===== src/verilog/wws_defs.svh =====
// Constants for the window supervisor: offsets, reset values and timing.
// How it works
// - Counter decrements every 16384 oscillator cycles.
// - Rollover 40h to 3Fh when active resets.
// - Reload above window limit causes reset.
// - Software mode: off at reset, arm once.
// - Hardware mode: always active, arm ignored.
// - Counter keeps counting while disabled.
// - Arm set with top bit clear forces reset.
// - Active with halt option: halt resets.
// - Six low bits set timeout steps.
// - First step lies between minimum and maximum.
// - Timebase select picks minimum base constant.
// - Control and window registers reset to 7Fh.
// - Arm bit cleared only by reset.
`ifndef WWS_DEFS_SVH
`define WWS_DEFS_SVH

// ****************************************************************
// Register map, byte addresses on the APB side.
// ****************************************************************
`define WWS_OFF_CTRL      12'h000
`define WWS_OFF_WINDOW    12'h004
`define WWS_OFF_CLKCFG    12'h008
`define WWS_OFF_CAUSE     12'h00C

// ****************************************************************
// Field positions and reset values.
// ****************************************************************
`define WWS_ARM_BIT       7
`define WWS_TOP_BIT       6
`define WWS_CTRL_RST      8'h7F
`define WWS_WIN_RST       7'h7F
`define WWS_CNT_RST       7'h7F
`define WWS_TB_RST        2'h0
`define WWS_CNT_ROLL      7'h40
`define WWS_CAUSE_TOUT    0
`define WWS_CAUSE_WIN     1
`define WWS_CAUSE_FORCE   2
`define WWS_CAUSE_HALT    3
`define WWS_CAUSE_ACTIVE  4

// ****************************************************************
// Timing.
// ****************************************************************
`define WWS_CLK_PERIOD_NS 4
`define WWS_RST_PULSE_NS  30000
`define WWS_PRESCALE_CYC  16384
`define WWS_MIN_BASE_ADD  128
`define WWS_MIN_BASE_MUL  64
`define WWS_TB_LSB0       8'h3B
`define WWS_TB_LSB1       8'h35
`define WWS_TB_LSB2       8'h23
`define WWS_TB_LSB3       8'h36

`endif


===== src/verilog/wws_pkg.sv =====
// Types shared by the window supervisor modules.
package wws_pkg;
  // Reset sequencer states, one-hot.
  typedef enum logic [1:0] {
    WWS_RUN  = 2'b01,
    WWS_HOLD = 2'b10
  } wws_state_t;
endpackage


===== src/verilog/wws_prescaler.sv =====
// Prescaler that paces the supervisor downcounter.
`timescale 1ns/1ps
`include "wws_defs.svh"

module wws_prescaler import wws_pkg::*; #(
  parameter int unsigned PRESCALE = `WWS_PRESCALE_CYC  // Cycles per counter step.
) (
  input  wire logic       clk,     // System clock.
  input  wire logic       rst_n,   // Asynchronous reset, active low.
  input  wire logic [1:0] tb_sel,  // Timebase select.
  input  wire logic       reload,  // Control register written this cycle.
  output logic            tick     // One-cycle step enable.
);
  localparam int unsigned W = $clog2(PRESCALE);

  logic [W-1:0] rem_r;    // Cycles left until the next step.
  logic [W-1:0] rem_nxt;  // Next value of rem_r.
  logic [7:0]   lsb;      // Timebase constant for the minimum base.
  logic [31:0]  min_cyc;  // Least cycles from a write to the first step.
  logic [W-1:0] floor_v;  // Least remaining count after a write.

  // ****************************************************************
  // Minimum base, scaled so a shortened prescaler keeps its shape.
  // ****************************************************************

  // The LSB figure follows the timebase selection.
  always_comb begin
    case (tb_sel)
      2'h0:    lsb = `WWS_TB_LSB0;
      2'h1:    lsb = `WWS_TB_LSB1;
      2'h2:    lsb = `WWS_TB_LSB2;
      default: lsb = `WWS_TB_LSB3;
    endcase
    min_cyc = ((32'(lsb) + `WWS_MIN_BASE_ADD) * `WWS_MIN_BASE_MUL * PRESCALE)
              / `WWS_PRESCALE_CYC;
    floor_v = W'(min_cyc - 32'h1);
  end

  // The step falls when the remaining count runs out.
  assign tick = (rem_r == '0);

  // ****************************************************************
  // Remaining count.
  // ****************************************************************

  // The prescaler is never cleared by a write, since software cannot see
  // its phase; a write only lifts it to the minimum base, so the first
  // step after a write lies between the minimum and the full period.
  always_comb begin
    if (rem_r == '0) begin
      rem_nxt = W'(PRESCALE - 1);
    end else begin
      rem_nxt = rem_r - 1'b1;
    end
    if (reload && (rem_nxt < floor_v)) begin
      rem_nxt = floor_v;
    end
  end

  // Register the remaining count.
  always_ff @(posedge clk or negedge rst_n) begin
    if (!rst_n) begin
      rem_r <= W'(PRESCALE - 1);
    end else begin
      rem_r <= rem_nxt;
    end
  end

  // A write never leaves less than the minimum base before a step.
  a_prescale_floor: assert property (@(posedge clk) disable iff (!rst_n)
    reload |=> (rem_r >= $past(floor_v)))
    else $error("Prescaler below minimum base after write.");

endmodule


===== src/verilog/wws_top.sv =====
// Window supervisor with APB registers and reset pulse generation.
//
// Added by the designer: the APB slave port and the register addresses.
`timescale 1ns/1ps
`include "wws_defs.svh"

module wws_top import wws_pkg::*; #(
  parameter int unsigned ADDR_W     = 12,                  // APB address width.
  parameter int unsigned PRESCALE   = `WWS_PRESCALE_CYC,   // Cycles per step.
  parameter int unsigned RST_CYCLES =
    `WWS_RST_PULSE_NS / `WWS_CLK_PERIOD_NS                 // Reset pulse cycles.
) (
  input  wire logic              CLOCK,           // System clock, 250 MHz.
  input  wire logic              RST_N,           // Asynchronous reset, active low.
  input  wire logic              PSEL,            // APB select.
  input  wire logic              PENABLE,         // APB access phase.
  input  wire logic              PWRITE,          // APB direction, high for write.
  input  wire logic [ADDR_W-1:0] PADDR,           // APB byte address.
  input  wire logic [31:0]       PWDATA,          // APB write data.
  input  wire logic [3:0]        PSTRB,           // APB byte strobes.
  output logic      [31:0]       PRDATA,          // APB read data.
  output logic                   PREADY,          // APB ready.
  output logic                   PSLVERR,         // APB error on unmapped address.
  input  wire logic              HW_ACTIVATE_OPT, // Strap: permanent activation.
  input  wire logic              HALT_RESET_OPT,  // Strap: halt causes reset.
  input  wire logic              HALT_REQ,        // Halt instruction, one cycle.
  output logic                   HALT_GRANT,      // Halt may be entered, one cycle.
  output logic                   WDG_RST_N        // Reset pin drive, active low.
);
  localparam int unsigned PW = $clog2(RST_CYCLES);

  // ****************************************************************
  // Declarations.
  // ****************************************************************
  wws_state_t  state_r, state_nxt;      // Reset sequencer.
  logic [PW-1:0] pcnt_r, pcnt_nxt;      // Reset pulse length counter.
  logic [6:0]  cnt_r, cnt_nxt;          // Downcounter, delay_step_value.
  logic        arm_r, arm_nxt;          // Software arm bit.
  logic [6:0]  win_r, win_nxt;          // Window limit.
  logic [1:0]  tb_r, tb_nxt;            // Timebase select.
  logic [3:0]  cause_r, cause_nxt;      // Sticky reset causes.
  logic [31:0] prdata_r, prdata_nxt;    // Registered read data.
  logic        grant_r, grant_nxt;      // Registered halt grant.
  logic [1:0]  hw_sync_r, halt_sync_r;  // Strap synchronisers.
  logic [1:0]  cap_cnt_r;               // Strap capture delay.
  logic        hw_opt_r, halt_opt_r;    // Captured straps.
  logic [1:0]  hw_sync_nxt;             // Next value of hw_sync_r.
  logic [1:0]  halt_sync_nxt;           // Next value of halt_sync_r.
  logic [1:0]  cap_cnt_nxt;             // Next value of cap_cnt_r.
  logic        hw_opt_nxt, halt_opt_nxt; // Next captured straps.
  logic        sel_ctrl, sel_win;       // Address decode.
  logic        sel_clk, sel_cause;
  logic        mapped;                  // Address hits a register.
  logic [31:0] rd_data;                 // Read mux output.
  logic        wr_acc;                  // Write access phase.
  logic        ctrl_wr;                 // Control register is written.
  logic        active;                  // Supervisor may reset.
  logic        new_active;              // Active after the present write.
  logic        tick;                    // One step of the downcounter.
  logic        ev_tout, ev_win;         // Reset events.
  logic        ev_force, ev_halt;
  logic        trig;                    // Any reset event.
  logic        holding;                 // Reset pin is being held low.
  logic        done;                    // Last cycle of the reset pulse.

  // ****************************************************************
  // Option straps.
  // ****************************************************************

  // Straps come from outside, so they pass two flops and are caught once,
  // a few edges after release; they never change again until the next RST_N reset.
  always_comb begin
    hw_sync_nxt   = {hw_sync_r[0], HW_ACTIVATE_OPT};
    halt_sync_nxt = {halt_sync_r[0], HALT_RESET_OPT};
    cap_cnt_nxt   = cap_cnt_r;
    hw_opt_nxt    = hw_opt_r;
    halt_opt_nxt  = halt_opt_r;
    if (cap_cnt_r != 2'h3) begin
      cap_cnt_nxt = cap_cnt_r + 2'h1;
    end
    if (cap_cnt_r == 2'h2) begin
      hw_opt_nxt   = hw_sync_r[1];
      halt_opt_nxt = halt_sync_r[1];
    end
  end

  // Register the strap state.
  always_ff @(posedge CLOCK or negedge RST_N) begin
    if (!RST_N) begin
      hw_sync_r   <= 2'h0;
      halt_sync_r <= 2'h0;
      cap_cnt_r   <= 2'h0;
      hw_opt_r    <= 1'b0;
      halt_opt_r  <= 1'b0;
    end else begin
      hw_sync_r   <= hw_sync_nxt;
      halt_sync_r <= halt_sync_nxt;
      cap_cnt_r   <= cap_cnt_nxt;
      hw_opt_r    <= hw_opt_nxt;
      halt_opt_r  <= halt_opt_nxt;
    end
  end

  // ****************************************************************
  // Bus decode.
  // ****************************************************************

  // Address decode; anything else answers with an error.
  always_comb begin
    sel_ctrl  = 1'b0;
    sel_win   = 1'b0;
    sel_clk   = 1'b0;
    sel_cause = 1'b0;
    if (PADDR == ADDR_W'(`WWS_OFF_CTRL)) begin
      sel_ctrl = 1'b1;
    end else if (PADDR == ADDR_W'(`WWS_OFF_WINDOW)) begin
      sel_win = 1'b1;
    end else if (PADDR == ADDR_W'(`WWS_OFF_CLKCFG)) begin
      sel_clk = 1'b1;
    end else if (PADDR == ADDR_W'(`WWS_OFF_CAUSE)) begin
      sel_cause = 1'b1;
    end
    mapped = sel_ctrl | sel_win | sel_clk | sel_cause;
  end

  // Read mux; bits above each register read as zero.
  always_comb begin
    rd_data = 32'h0;
    if (sel_ctrl) begin
      rd_data[7:0] = {arm_r, cnt_r};
    end else if (sel_win) begin
      rd_data[6:0] = win_r;
    end else if (sel_clk) begin
      rd_data[1:0] = tb_r;
    end else if (sel_cause) begin
      rd_data[4:0] = {active, cause_r};
    end
  end

  assign wr_acc = PSEL & PENABLE & PWRITE & mapped;
  assign PREADY = 1'b1;
  assign PSLVERR = PSEL & PENABLE & ~mapped;

  // ****************************************************************
  // Reset events.
  // ****************************************************************

  assign holding = (state_r == WWS_HOLD);
  assign done = holding && (pcnt_r == PW'(RST_CYCLES - 1));
  assign active = hw_opt_r | arm_r;
  // Control, window and timebase writes are dropped while the reset pin is low; the device is in reset.
  assign ctrl_wr = wr_acc & sel_ctrl & PSTRB[0] & ~holding;
  assign new_active = hw_opt_r | arm_r | PWDATA[`WWS_ARM_BIT];

  // Each event is qualified by the activation it needs.
  always_comb begin
    ev_tout  = tick & active & ~ctrl_wr & ~holding &
               (cnt_r == `WWS_CNT_ROLL);
    ev_win   = ctrl_wr & active & (cnt_r > win_r);
    ev_force = ctrl_wr & new_active & ~PWDATA[`WWS_TOP_BIT];
    ev_halt  = HALT_REQ & active & halt_opt_r & ~holding;
    trig     = ev_tout | ev_win | ev_force | ev_halt;
    grant_nxt = HALT_REQ & ~holding & ~(active & halt_opt_r);
  end

  wws_prescaler #(
    .PRESCALE (PRESCALE)
  ) u_prescaler (
    .clk    (CLOCK),
    .rst_n  (RST_N),
    .tb_sel (tb_r),
    .reload (ctrl_wr),
    .tick   (tick)
  );

  // ****************************************************************
  // Reset sequencer.
  // ****************************************************************

  // The pin is held low for the full pulse; the end of the pulse returns the
  // counter, arm bit, window and timebase to their reset values, as the device reset would.
  always_comb begin
    state_nxt = state_r;
    pcnt_nxt  = pcnt_r;
    case (state_r)
      WWS_RUN: begin
        pcnt_nxt = '0;
        if (trig) begin
          state_nxt = WWS_HOLD;
        end
      end
      WWS_HOLD: begin
        pcnt_nxt = pcnt_r + 1'b1;
        if (done) begin
          state_nxt = WWS_RUN;
          pcnt_nxt  = '0;
        end
      end
      default: begin
        state_nxt = WWS_RUN;
        pcnt_nxt  = '0;
      end
    endcase
  end

  always_ff @(posedge CLOCK or negedge RST_N) begin
    if (!RST_N) begin
      state_r <= WWS_RUN;
      pcnt_r  <= '0;
    end else begin
      state_r <= state_nxt;
      pcnt_r  <= pcnt_nxt;
    end
  end

  // ****************************************************************
  // Registers.
  // ****************************************************************

  // Counter, arm bit, window and timebase.
  always_comb begin
    cnt_nxt = cnt_r;
    arm_nxt = arm_r;
    win_nxt = win_r;
    tb_nxt  = tb_r;
    if (done) begin
      cnt_nxt = `WWS_CNT_RST;
      arm_nxt = 1'b0;
      win_nxt = `WWS_WIN_RST;
      tb_nxt  = `WWS_TB_RST;
    end else begin
      if (ctrl_wr) begin
        cnt_nxt = PWDATA[6:0];
        // Arm only ever sets from software.
        if (PWDATA[`WWS_ARM_BIT]) begin
          arm_nxt = 1'b1;
        end
      end else if (tick) begin
        // Free running, even when not active; low bits give the steps.
        cnt_nxt = cnt_r - 7'h01;
      end
      if (wr_acc && sel_win && PSTRB[0] && !holding) begin
        win_nxt = PWDATA[6:0];
      end
      if (wr_acc && sel_clk && PSTRB[0] && !holding) begin
        tb_nxt = PWDATA[1:0];
      end
    end
  end

  // Causes survive the pulse so software can read why it restarted.
  // Write one to clear; a new event in the same cycle wins.
  always_comb begin
    cause_nxt = cause_r;
    if (wr_acc && sel_cause && PSTRB[0]) begin
      cause_nxt = cause_r & ~PWDATA[3:0];
    end
    cause_nxt[`WWS_CAUSE_TOUT]  = cause_nxt[`WWS_CAUSE_TOUT] | ev_tout;
    cause_nxt[`WWS_CAUSE_WIN]   = cause_nxt[`WWS_CAUSE_WIN] | ev_win;
    cause_nxt[`WWS_CAUSE_FORCE] = cause_nxt[`WWS_CAUSE_FORCE] | ev_force;
    cause_nxt[`WWS_CAUSE_HALT]  = cause_nxt[`WWS_CAUSE_HALT] | ev_halt;
    prdata_nxt = prdata_r;
    if (PSEL && !PENABLE && !PWRITE) begin
      prdata_nxt = rd_data;
    end
  end

  always_ff @(posedge CLOCK or negedge RST_N) begin
    if (!RST_N) begin
      cnt_r    <= `WWS_CNT_RST;
      arm_r    <= 1'b0;
      win_r    <= `WWS_WIN_RST;
      tb_r     <= `WWS_TB_RST;
      cause_r  <= 4'h0;
      prdata_r <= 32'h0;
      grant_r  <= 1'b0;
    end else begin
      cnt_r    <= cnt_nxt;
      arm_r    <= arm_nxt;
      win_r    <= win_nxt;
      tb_r     <= tb_nxt;
      cause_r  <= cause_nxt;
      prdata_r <= prdata_nxt;
      grant_r  <= grant_nxt;
    end
  end

  assign PRDATA = prdata_r;
  assign HALT_GRANT = grant_r;
  assign WDG_RST_N = ~holding;

  // ****************************************************************
  // Checks.
  // ****************************************************************

  a_step_decrement: assert property (@(posedge CLOCK) disable iff (!RST_N)
    (tick && !ctrl_wr && !done) |=> (cnt_r == $past(cnt_r) - 7'h01))
    else $error("Counter did not step down on tick.");

  a_timeout_reset: assert property (@(posedge CLOCK) disable iff (!RST_N)
    (tick && active && !holding && !ctrl_wr && cnt_r == 7'h40)
      |=> (!WDG_RST_N && cnt_r == 7'h3F))
    else $error("Rollover did not start a reset.");

  a_window_reset: assert property (@(posedge CLOCK) disable iff (!RST_N)
    (ctrl_wr && active && (cnt_r > win_r)) |=> holding ##1 holding)
    else $error("Early reload did not start a reset.");

  a_arm_sticky: assert property (@(posedge CLOCK) disable iff (!RST_N)
    $fell(arm_r) |-> $past(done))
    else $error("Arm bit cleared without reset.");

  a_hw_active: assert property (@(posedge CLOCK) disable iff (!RST_N)
    (hw_opt_r && ctrl_wr && !PWDATA[6]) |=> !WDG_RST_N)
    else $error("Hardware mode not active.");

  a_force_reset: assert property (@(posedge CLOCK) disable iff (!RST_N)
    (ctrl_wr && PWDATA[7] && !PWDATA[6]) |=> holding && cause_r[2])
    else $error("Forced reset missing.");

  a_halt_reset: assert property (@(posedge CLOCK) disable iff (!RST_N)
    (HALT_REQ && active && halt_opt_r && !holding) |=> (holding && !HALT_GRANT))
    else $error("Halt did not reset.");

  a_pulse_width: assert property (@(posedge CLOCK) disable iff (!RST_N)
    $fell(WDG_RST_N) |-> (!WDG_RST_N)[*8])
    else $error("Reset pulse too short.");

  a_reset_values: assert property (@(posedge CLOCK) disable iff (!RST_N)
    done |=> (cnt_r == 7'h7F && win_r == 7'h7F && !arm_r && WDG_RST_N))
    else $error("Registers not back at reset values.");

endmodule


===== config.mk =====
export PLATFORM = sky130hd
export DESIGN_NAME = wws_top
export DESIGN_NICKNAME = d
export VERILOG_FILES = /design/src/verilog/wws_pkg.sv /design/src/verilog/wws_prescaler.sv /design/src/verilog/wws_top.sv
export VERILOG_INCLUDE_DIRS = /design/src /design/src/verilog
export SDC_FILE = /design/constraint.sdc
export NUM_CORES = 1
export LEC_CHECK = 0
export ABC_CLOCK_PERIOD_IN_PS = 4550
export BUFFER_PORTS_ARGS = -buffer_cell sky130_fd_sc_hd__buf_2
export CORE_ASPECT_RATIO = 1.2
export CORE_MARGIN = 4
export CORE_UTILIZATION = 40
export DETAILED_ROUTE_END_ITERATION = 6
export REMOVE_ABC_BUFFERS = 1
export SYNTH_ARGS = -nofsm -noshare
export SYNTH_HDL_FRONTEND = slang
export SYNTH_SLANG_ARGS = --single-unit

===== constraint.sdc =====
create_clock -name CLOCK -period 4.55 [get_ports CLOCK]
set_input_delay 0.455 -clock CLOCK [delete_from_list [all_inputs] [get_ports CLOCK]]
set_output_delay 0.455 -clock CLOCK [all_outputs]
set_load 0.01 [all_outputs]

Word level (Yosys, flattened, before mapping)
Index checks and enable logic that the tools add are counted.
{"block": "word_totals", "in_bits": 56, "regBits": 67, "out_inout_bits": 36, "word_cells": 137}
{"block": "op_classes", "n_eq_ne": 13, "add_sub_neg": 6, "muxes": 36, "order_cmp": 2, "reduce_logical": 25, "bitwise_logic": 40}
{"cell": "two-way mux 7 bit", "n": 6}
{"cell": "two-way mux 14 bit", "n": 2}
{"cell": "subtractor 14 x 1 -> 14 bit, second input constant", "n": 2}
{"cell": "two-way mux 13 bit", "n": 2}
{"cell": "== test 12 x 4 -> 1 bit, second input constant", "n": 2}
{"cell": "AND 1 bit", "n": 21}
{"cell": "case mux 5 bit (3 select lines)", "n": 1}
{"cell": "logical NOT 14 bit", "n": 1}
{"cell": "less-than comparator 14 bit", "n": 1}
{"cell": "two-way mux 1 bit", "n": 14}
{"cell": "adder 13 x 1 -> 13 bit, second input constant", "n": 1}
{"cell": "== test 13 bit, second input constant", "n": 1}
{"cell": "== test 12 x 3 -> 1 bit, second input constant", "n": 1}
{"cell": "logical AND 1 bit", "n": 12}
{"cell": "logical NOT 12 bit", "n": 1}
{"cell": "two-way mux 2 bit", "n": 6}
{"cell": "OR 1 bit", "n": 12}
{"cell": "two-way mux 5 bit", "n": 2}
{"cell": "adder 6 x 8 -> 8 bit, second input constant", "n": 1}
{"cell": "nonzero test 2 bit", "n": 4}
{"cell": "== test 7 bit, second input constant", "n": 1}
{"cell": "greater-than comparator 7 bit", "n": 1}
{"cell": "subtractor 7 x 1 -> 7 bit, second input constant", "n": 1}
{"cell": "== test 2 bit, second input constant", "n": 3}
{"cell": "other kinds (14)", "n": 23}

Longest topological paths before layout
{"block": "logic_depth", "ltp_word": 19, "mapped_depth": 14, "ltp_nobuf": 13}

Hierarchy
From an unflattened synthesis, not the netlist that was laid out.
{"block": "unflattened", "hier_cells": 422, "hier_area_um2": 4075.2}
{"module": "wws_top", "instances": 1, "area_per_inst_um2": 3031.7, "cells_each": 317}
{"module": "wws_prescaler", "instances": 1, "area_per_inst_um2": 1043.5, "cells_each": 105}

Worst setup path after synthesis
Ideal clock, no wire load.
{"block": "synth_timing", "path_kind": "flip-flop to flip-flop", "from": "register u_prescaler.rem_r[2]", "to": "register u_prescaler.rem_r[10]", "arrival_ns": 3.256, "period_less_slack_ns": 3.338, "n_path_buf": 2, "t_required_ns": 4.468, "path_stages_with_launch": 14, "setup_slack_ns": 1.212, "cell_sequence": "dfstp_2 buf_6 or4_1 buf_2 or2_2 nor2_1 xnor2_1 nand2_1 ha_1 and3_1 o2111ai_1 and3_1 a221oi_4 mux2_2"}
{"block": "synth_between", "elab_chain_cells": 5, "word_cells_on_any_way": 6}
{"item": "start, declared", "line": "wws_prescaler.sv:16", "text": "logic [W-1:0] rem_r;"}
{"item": "start signal, assigned", "line": "wws_prescaler.sv:63", "text": "rem_r <= W'(PRESCALE - 1);"}
{"item": "start signal, assigned", "line": "wws_prescaler.sv:65", "text": "rem_r <= rem_nxt;"}
{"item": "subtractor 14 x 1 -> 14 bit or logical NOT 14 bit (tied branches)", "line": "wws_prescaler.sv:53, wws_prescaler.sv:50"}
{"item": "two-way mux 14 bit *", "line": "wws_prescaler.sv:50", "text": "if (rem_r == '0) begin"}
{"item": "less-than comparator 14 bit", "line": "wws_prescaler.sv:55", "text": "if (reload && (rem_nxt < floor_v)) begin"}
{"item": "logical AND 1 bit", "line": "wws_prescaler.sv:55"}
{"item": "two-way mux 14 bit *", "line": "wws_prescaler.sv:55"}
{"item": "named net u_prescaler.rem_nxt[10]", "line": "wws_prescaler.sv:17", "text": "logic [W-1:0] rem_nxt;"}
The timed path passes the listed nets; every way through them passes the cells marked *.
A chain may end at the register's enable or synchronous reset.

Final worst setup path
{"block": "layout_timing", "from": "register u_prescaler.rem_r[0]", "to": "register u_prescaler.rem_r[6]"}
The elaborated chain is that of the path after synthesis.

==> results_dict.tcl <==
set metrics [dict create \
    yosysMostFrequentCell "nor2_1" \
    portBuffers 39 \
    route.vias.total 2956 \
    num_io_pins 92 \
    drt-initial-drc-count 128 \
    totalWireLength_mm 8.50 \
    cts_tree "done" \
    power.density_mw_per_mm2 313 \
    yosys_warnings 0 \
    cts_max_level 3 \
    synth_flop_cell "dfrtp_1" \
    period_minus_slack_ps 3700 \
    ys_top_cells_by_area "dfrtp_1 (24%), dfstp_2 (19%), ha_1 (5.7%)" \
    cts_buffer_depth 2 \
    max_freq_mhz 271 \
    p_leak_uw 0.00217 \
    clk_pin_slew_worst_paths_ps 60 \
    synth_edf_count 0 \
    switching_share_pct 21.8 \
    rr_worst_depth 12 \
    fin_crit_sh_pct 81.2 \
    die_h_um 117 \
    firstDrtPassIters 6 \
    fillers 927 \
    ir_drop_mv 0.253 \
    insertion_delay_ps 330 \
    netlist_area_mm2 0.00394 \
    post-place-ws_ps 869 \
    gp_congestion 0.852 \
    drv_cap 0 \
    switchingPower_uw 307 \
    synth_top_area_share_pct 24.1 \
    track_usage_pct 15.6 \
    grt_pass1_wl_mm 14.2 \
    p_seq_share_pct 42.7 \
    die_width_um 98.6 \
    wire_per_inst_um 14.6 \
    cts_hold_buf 0 \
    antenna_left 0 \
    area_growth_syn_to_layout_pct 13.9 \
    dp_hpwl_mm 6.36 \
    grt_max_degree 37 \
    worst-setup-path-type "reg -> reg" \
    async_flop_share_pct 100 \
    r2r_slack_ps 850 \
    skew_ps 5.52 \
    finalSetupTns_ps 0 \
    cp_slowest_cell "nor4b_1" \
    postCtsSetupBuffers 0 \
    reg2reg_to "u_prescaler.rem_r[6]" \
    via_per_inst 5.06 \
    ys_types 57 \
    required_ps 4810 \
    coreArea_mm2 0.00956 \
    start_util_pct 41.2 \
    crit_chain "inv_1 -> ha_1 -> nor4b_1 -> nand2_1 -> xnor2_1 -> ha_1 -> and4b_1 -> and3_1 -> o2111ai_1 -> and3_1 -> a221oi_4 -> mux2_2" \
    drive_above_1_share_pct 22.6 \
    relSlewSlack_pct 43.4 \
    ys_seq_area_share_pct 43.4 \
    antenna_found_initial 0 \
    setup_viol 0 \
    numCtsBuffers 9 \
    clock_sinks 67 \
    slew_viol_final 0 \
    die_area_mm2 0.0115 \
    yosysTopAreaCell "dfrtp_1" \
    cts_resized 0 \
    synthTopCellsByCount "nor2_1 (52), nand2_1 (51), dfrtp_1 (38)" \
    setup_ws_ps 853 \
    grt_overflow_total 0 \
    critPathMaxStageDelay_ps 590 \
    start_kind "flip-flop" \
    ys_ff_latch 67 \
    worstPathArrival_ps 3950 \
    root_buffer "clkbuf_16" \
    dp.cells 568 \
    comb_power_share_pct 4.1 \
    pwr-share-clk_pct 53.2 \
    nets 530 \
    reg2reg_from "u_prescaler.rem_r[0]" \
    fin_cells 584 \
    endpoint_kind "flip-flop" \
    rsz0062_at_grt "false" \
    syn_inst 417 \
    hold_viol_final 0 \
    worstPathMaxFanout 8 \
    worstMarginPinSlew_ps 841 \
    hold_path.class "in -> async" \
    antennaDiodeCount 0 \
    grt_pass1_vias 2909 \
    internal_power_uw 1100 \
    drc 0 \
    avgSynthCellArea_um2 9.46 \
    status "complete, no violations" \
    core.rowCount 39 \
]
[layer usage]
layer | global-route usage [%] | wire, um | part of all wire [%] | vias to the layer above
met4 | 8.11 | 247 | 2.9 | 0
met2 | 26.8 | 4380 | 51 | 58
li1 | - | - | - | 1461
met3 | 3.20 | 347 | 4.1 | 17
met1 | 18.6 | 3530 | 42 | 1420
met5 | 0 | 0 | 0 | -
[power by group through the flow]
stage | combinational [uW] | sequential, uW | clock (uW)
CTS | 58.0 | 601 | 769
global route | 65.6 | 601 | 802
finish | 57.7 | 601 | 748
detailed placement | 57.9 | 611 | 0
global placement | 56.9 | 611 | 0
floorplan | 23.6 | 611 | 0
[layout make-up]
cell class,count,area [um^2],share of cell area [%]
sequential,67,1710,38.1
tap,123,154,3.43
inverter,23,86.3,1.92
clock buffer,9,225,5.01
clock inverter,7,100,2.23
timing repair buffer,42,218,4.85
multi-input combinational,313,2000,44.4
[sequential cells by signal (all words and copies together) (netlist names), 4 cells and up]
register           flops
PRDATA                 8
cause_r                4
cnt_r                  7
pcnt_r                13
u_prescaler.rem_r     14
win_r                  7
[kinds of logic (layout without fill, tap and decap cells)]
family | after synthesis | count (layout) | synth area share [%]
simple gates | 176 | 176 | 22.6
flops | 67 | 67 | 43.4
buf+inv | 61 | 81 | 8.41
compound gates | 48 | 48 | 8.28
xor+xnor | 27 | 27 | 6.00
fa+ha+maj | 18 | 18 | 5.71
mux | 18 | 18 | 5.43
other cells | 2 | 26 | 0.190
[worst max-delay path by stage]
stage	start	end	slack [ps]	cells past startpoint
2_1_floorplan	u_prescaler.rem_r[3]	u_prescaler.rem_r[10]	1270	11
3_3_place_gp	u_prescaler.rem_r[3]	u_prescaler.rem_r[9]	900	11
3_5_place_dp	u_prescaler.rem_r[0]	u_prescaler.rem_r[6]	870	12
4_1_cts	u_prescaler.rem_r[0]	u_prescaler.rem_r[6]	850	12
5_1_grt	u_prescaler.rem_r[0]	u_prescaler.rem_r[7]	560	12
6_report	u_prescaler.rem_r[0]	u_prescaler.rem_r[6]	850	12
[cell usage in the layout, fill, tap and decap left out, types with 2 or more instances in the layout]
master     synthesis  routed
bufinv_16          0       2
mux2i_1            9       9
clkbuf_16          0       9
xnor2_1           13      13
a21oi_1           10      10
dfstp_2           29      29
o211ai_1           5       5
nand3_1           17      17
nor4b_2            1       2
o31ai_1            4       4
dfrtp_1           38      38
o21ai_0           15      15
or4_1              4       4
and3_1             5       5
or3_1              2       2
and2_1             3       3
o21a_1             2       2
nor3_1             4       4
inv_1             23      23
nand4b_1           2       2
clkinv_4           0       3
a21o_1             2       2
nor4_1             6       6
mux4_2             2       2
nand2_1           51      51
ha_1              18      18
nand4_1            7       7
mux2_2             7       7
buf_4             25       3
conb_1             2      26
nor2_1            52      52
xor2_1            14      14
nor2b_1            6       6
buf_2              1      39
or2_2              2       2
[through the flow]
| step | cell area [um^2] | total power, uW | hold WS, ps | util [%] |
|---|---|---|---|---|
| after global placement | 4170 | 668 | 335 | 43.6 |
| after floorplan | 3790 | 634 | 159 | - |
| final | 4490 | 1410 | 192 | 47.0 |
| after detailed placement | 4170 | 669 | 338 | 43.6 |
| after global routing | 4490 | 1470 | 218 | 47.0 |
| after CTS | 4490 | 1430 | 202 | 47.0 |
[worst max-delay path: cells and delay by family, from the launching register on]
family                   cells  cell delay, ps
AO/OA/AOI/OAI                2             640
XOR/XNOR                     1             200
adder cells (fa/ha/maj)      2             560
buffers and inverters        1              70
flip-flops                   1             370
multiplexers                 1             390
AND/OR/NAND/NOR              5            1370
(Power assumes the default switching activity.)
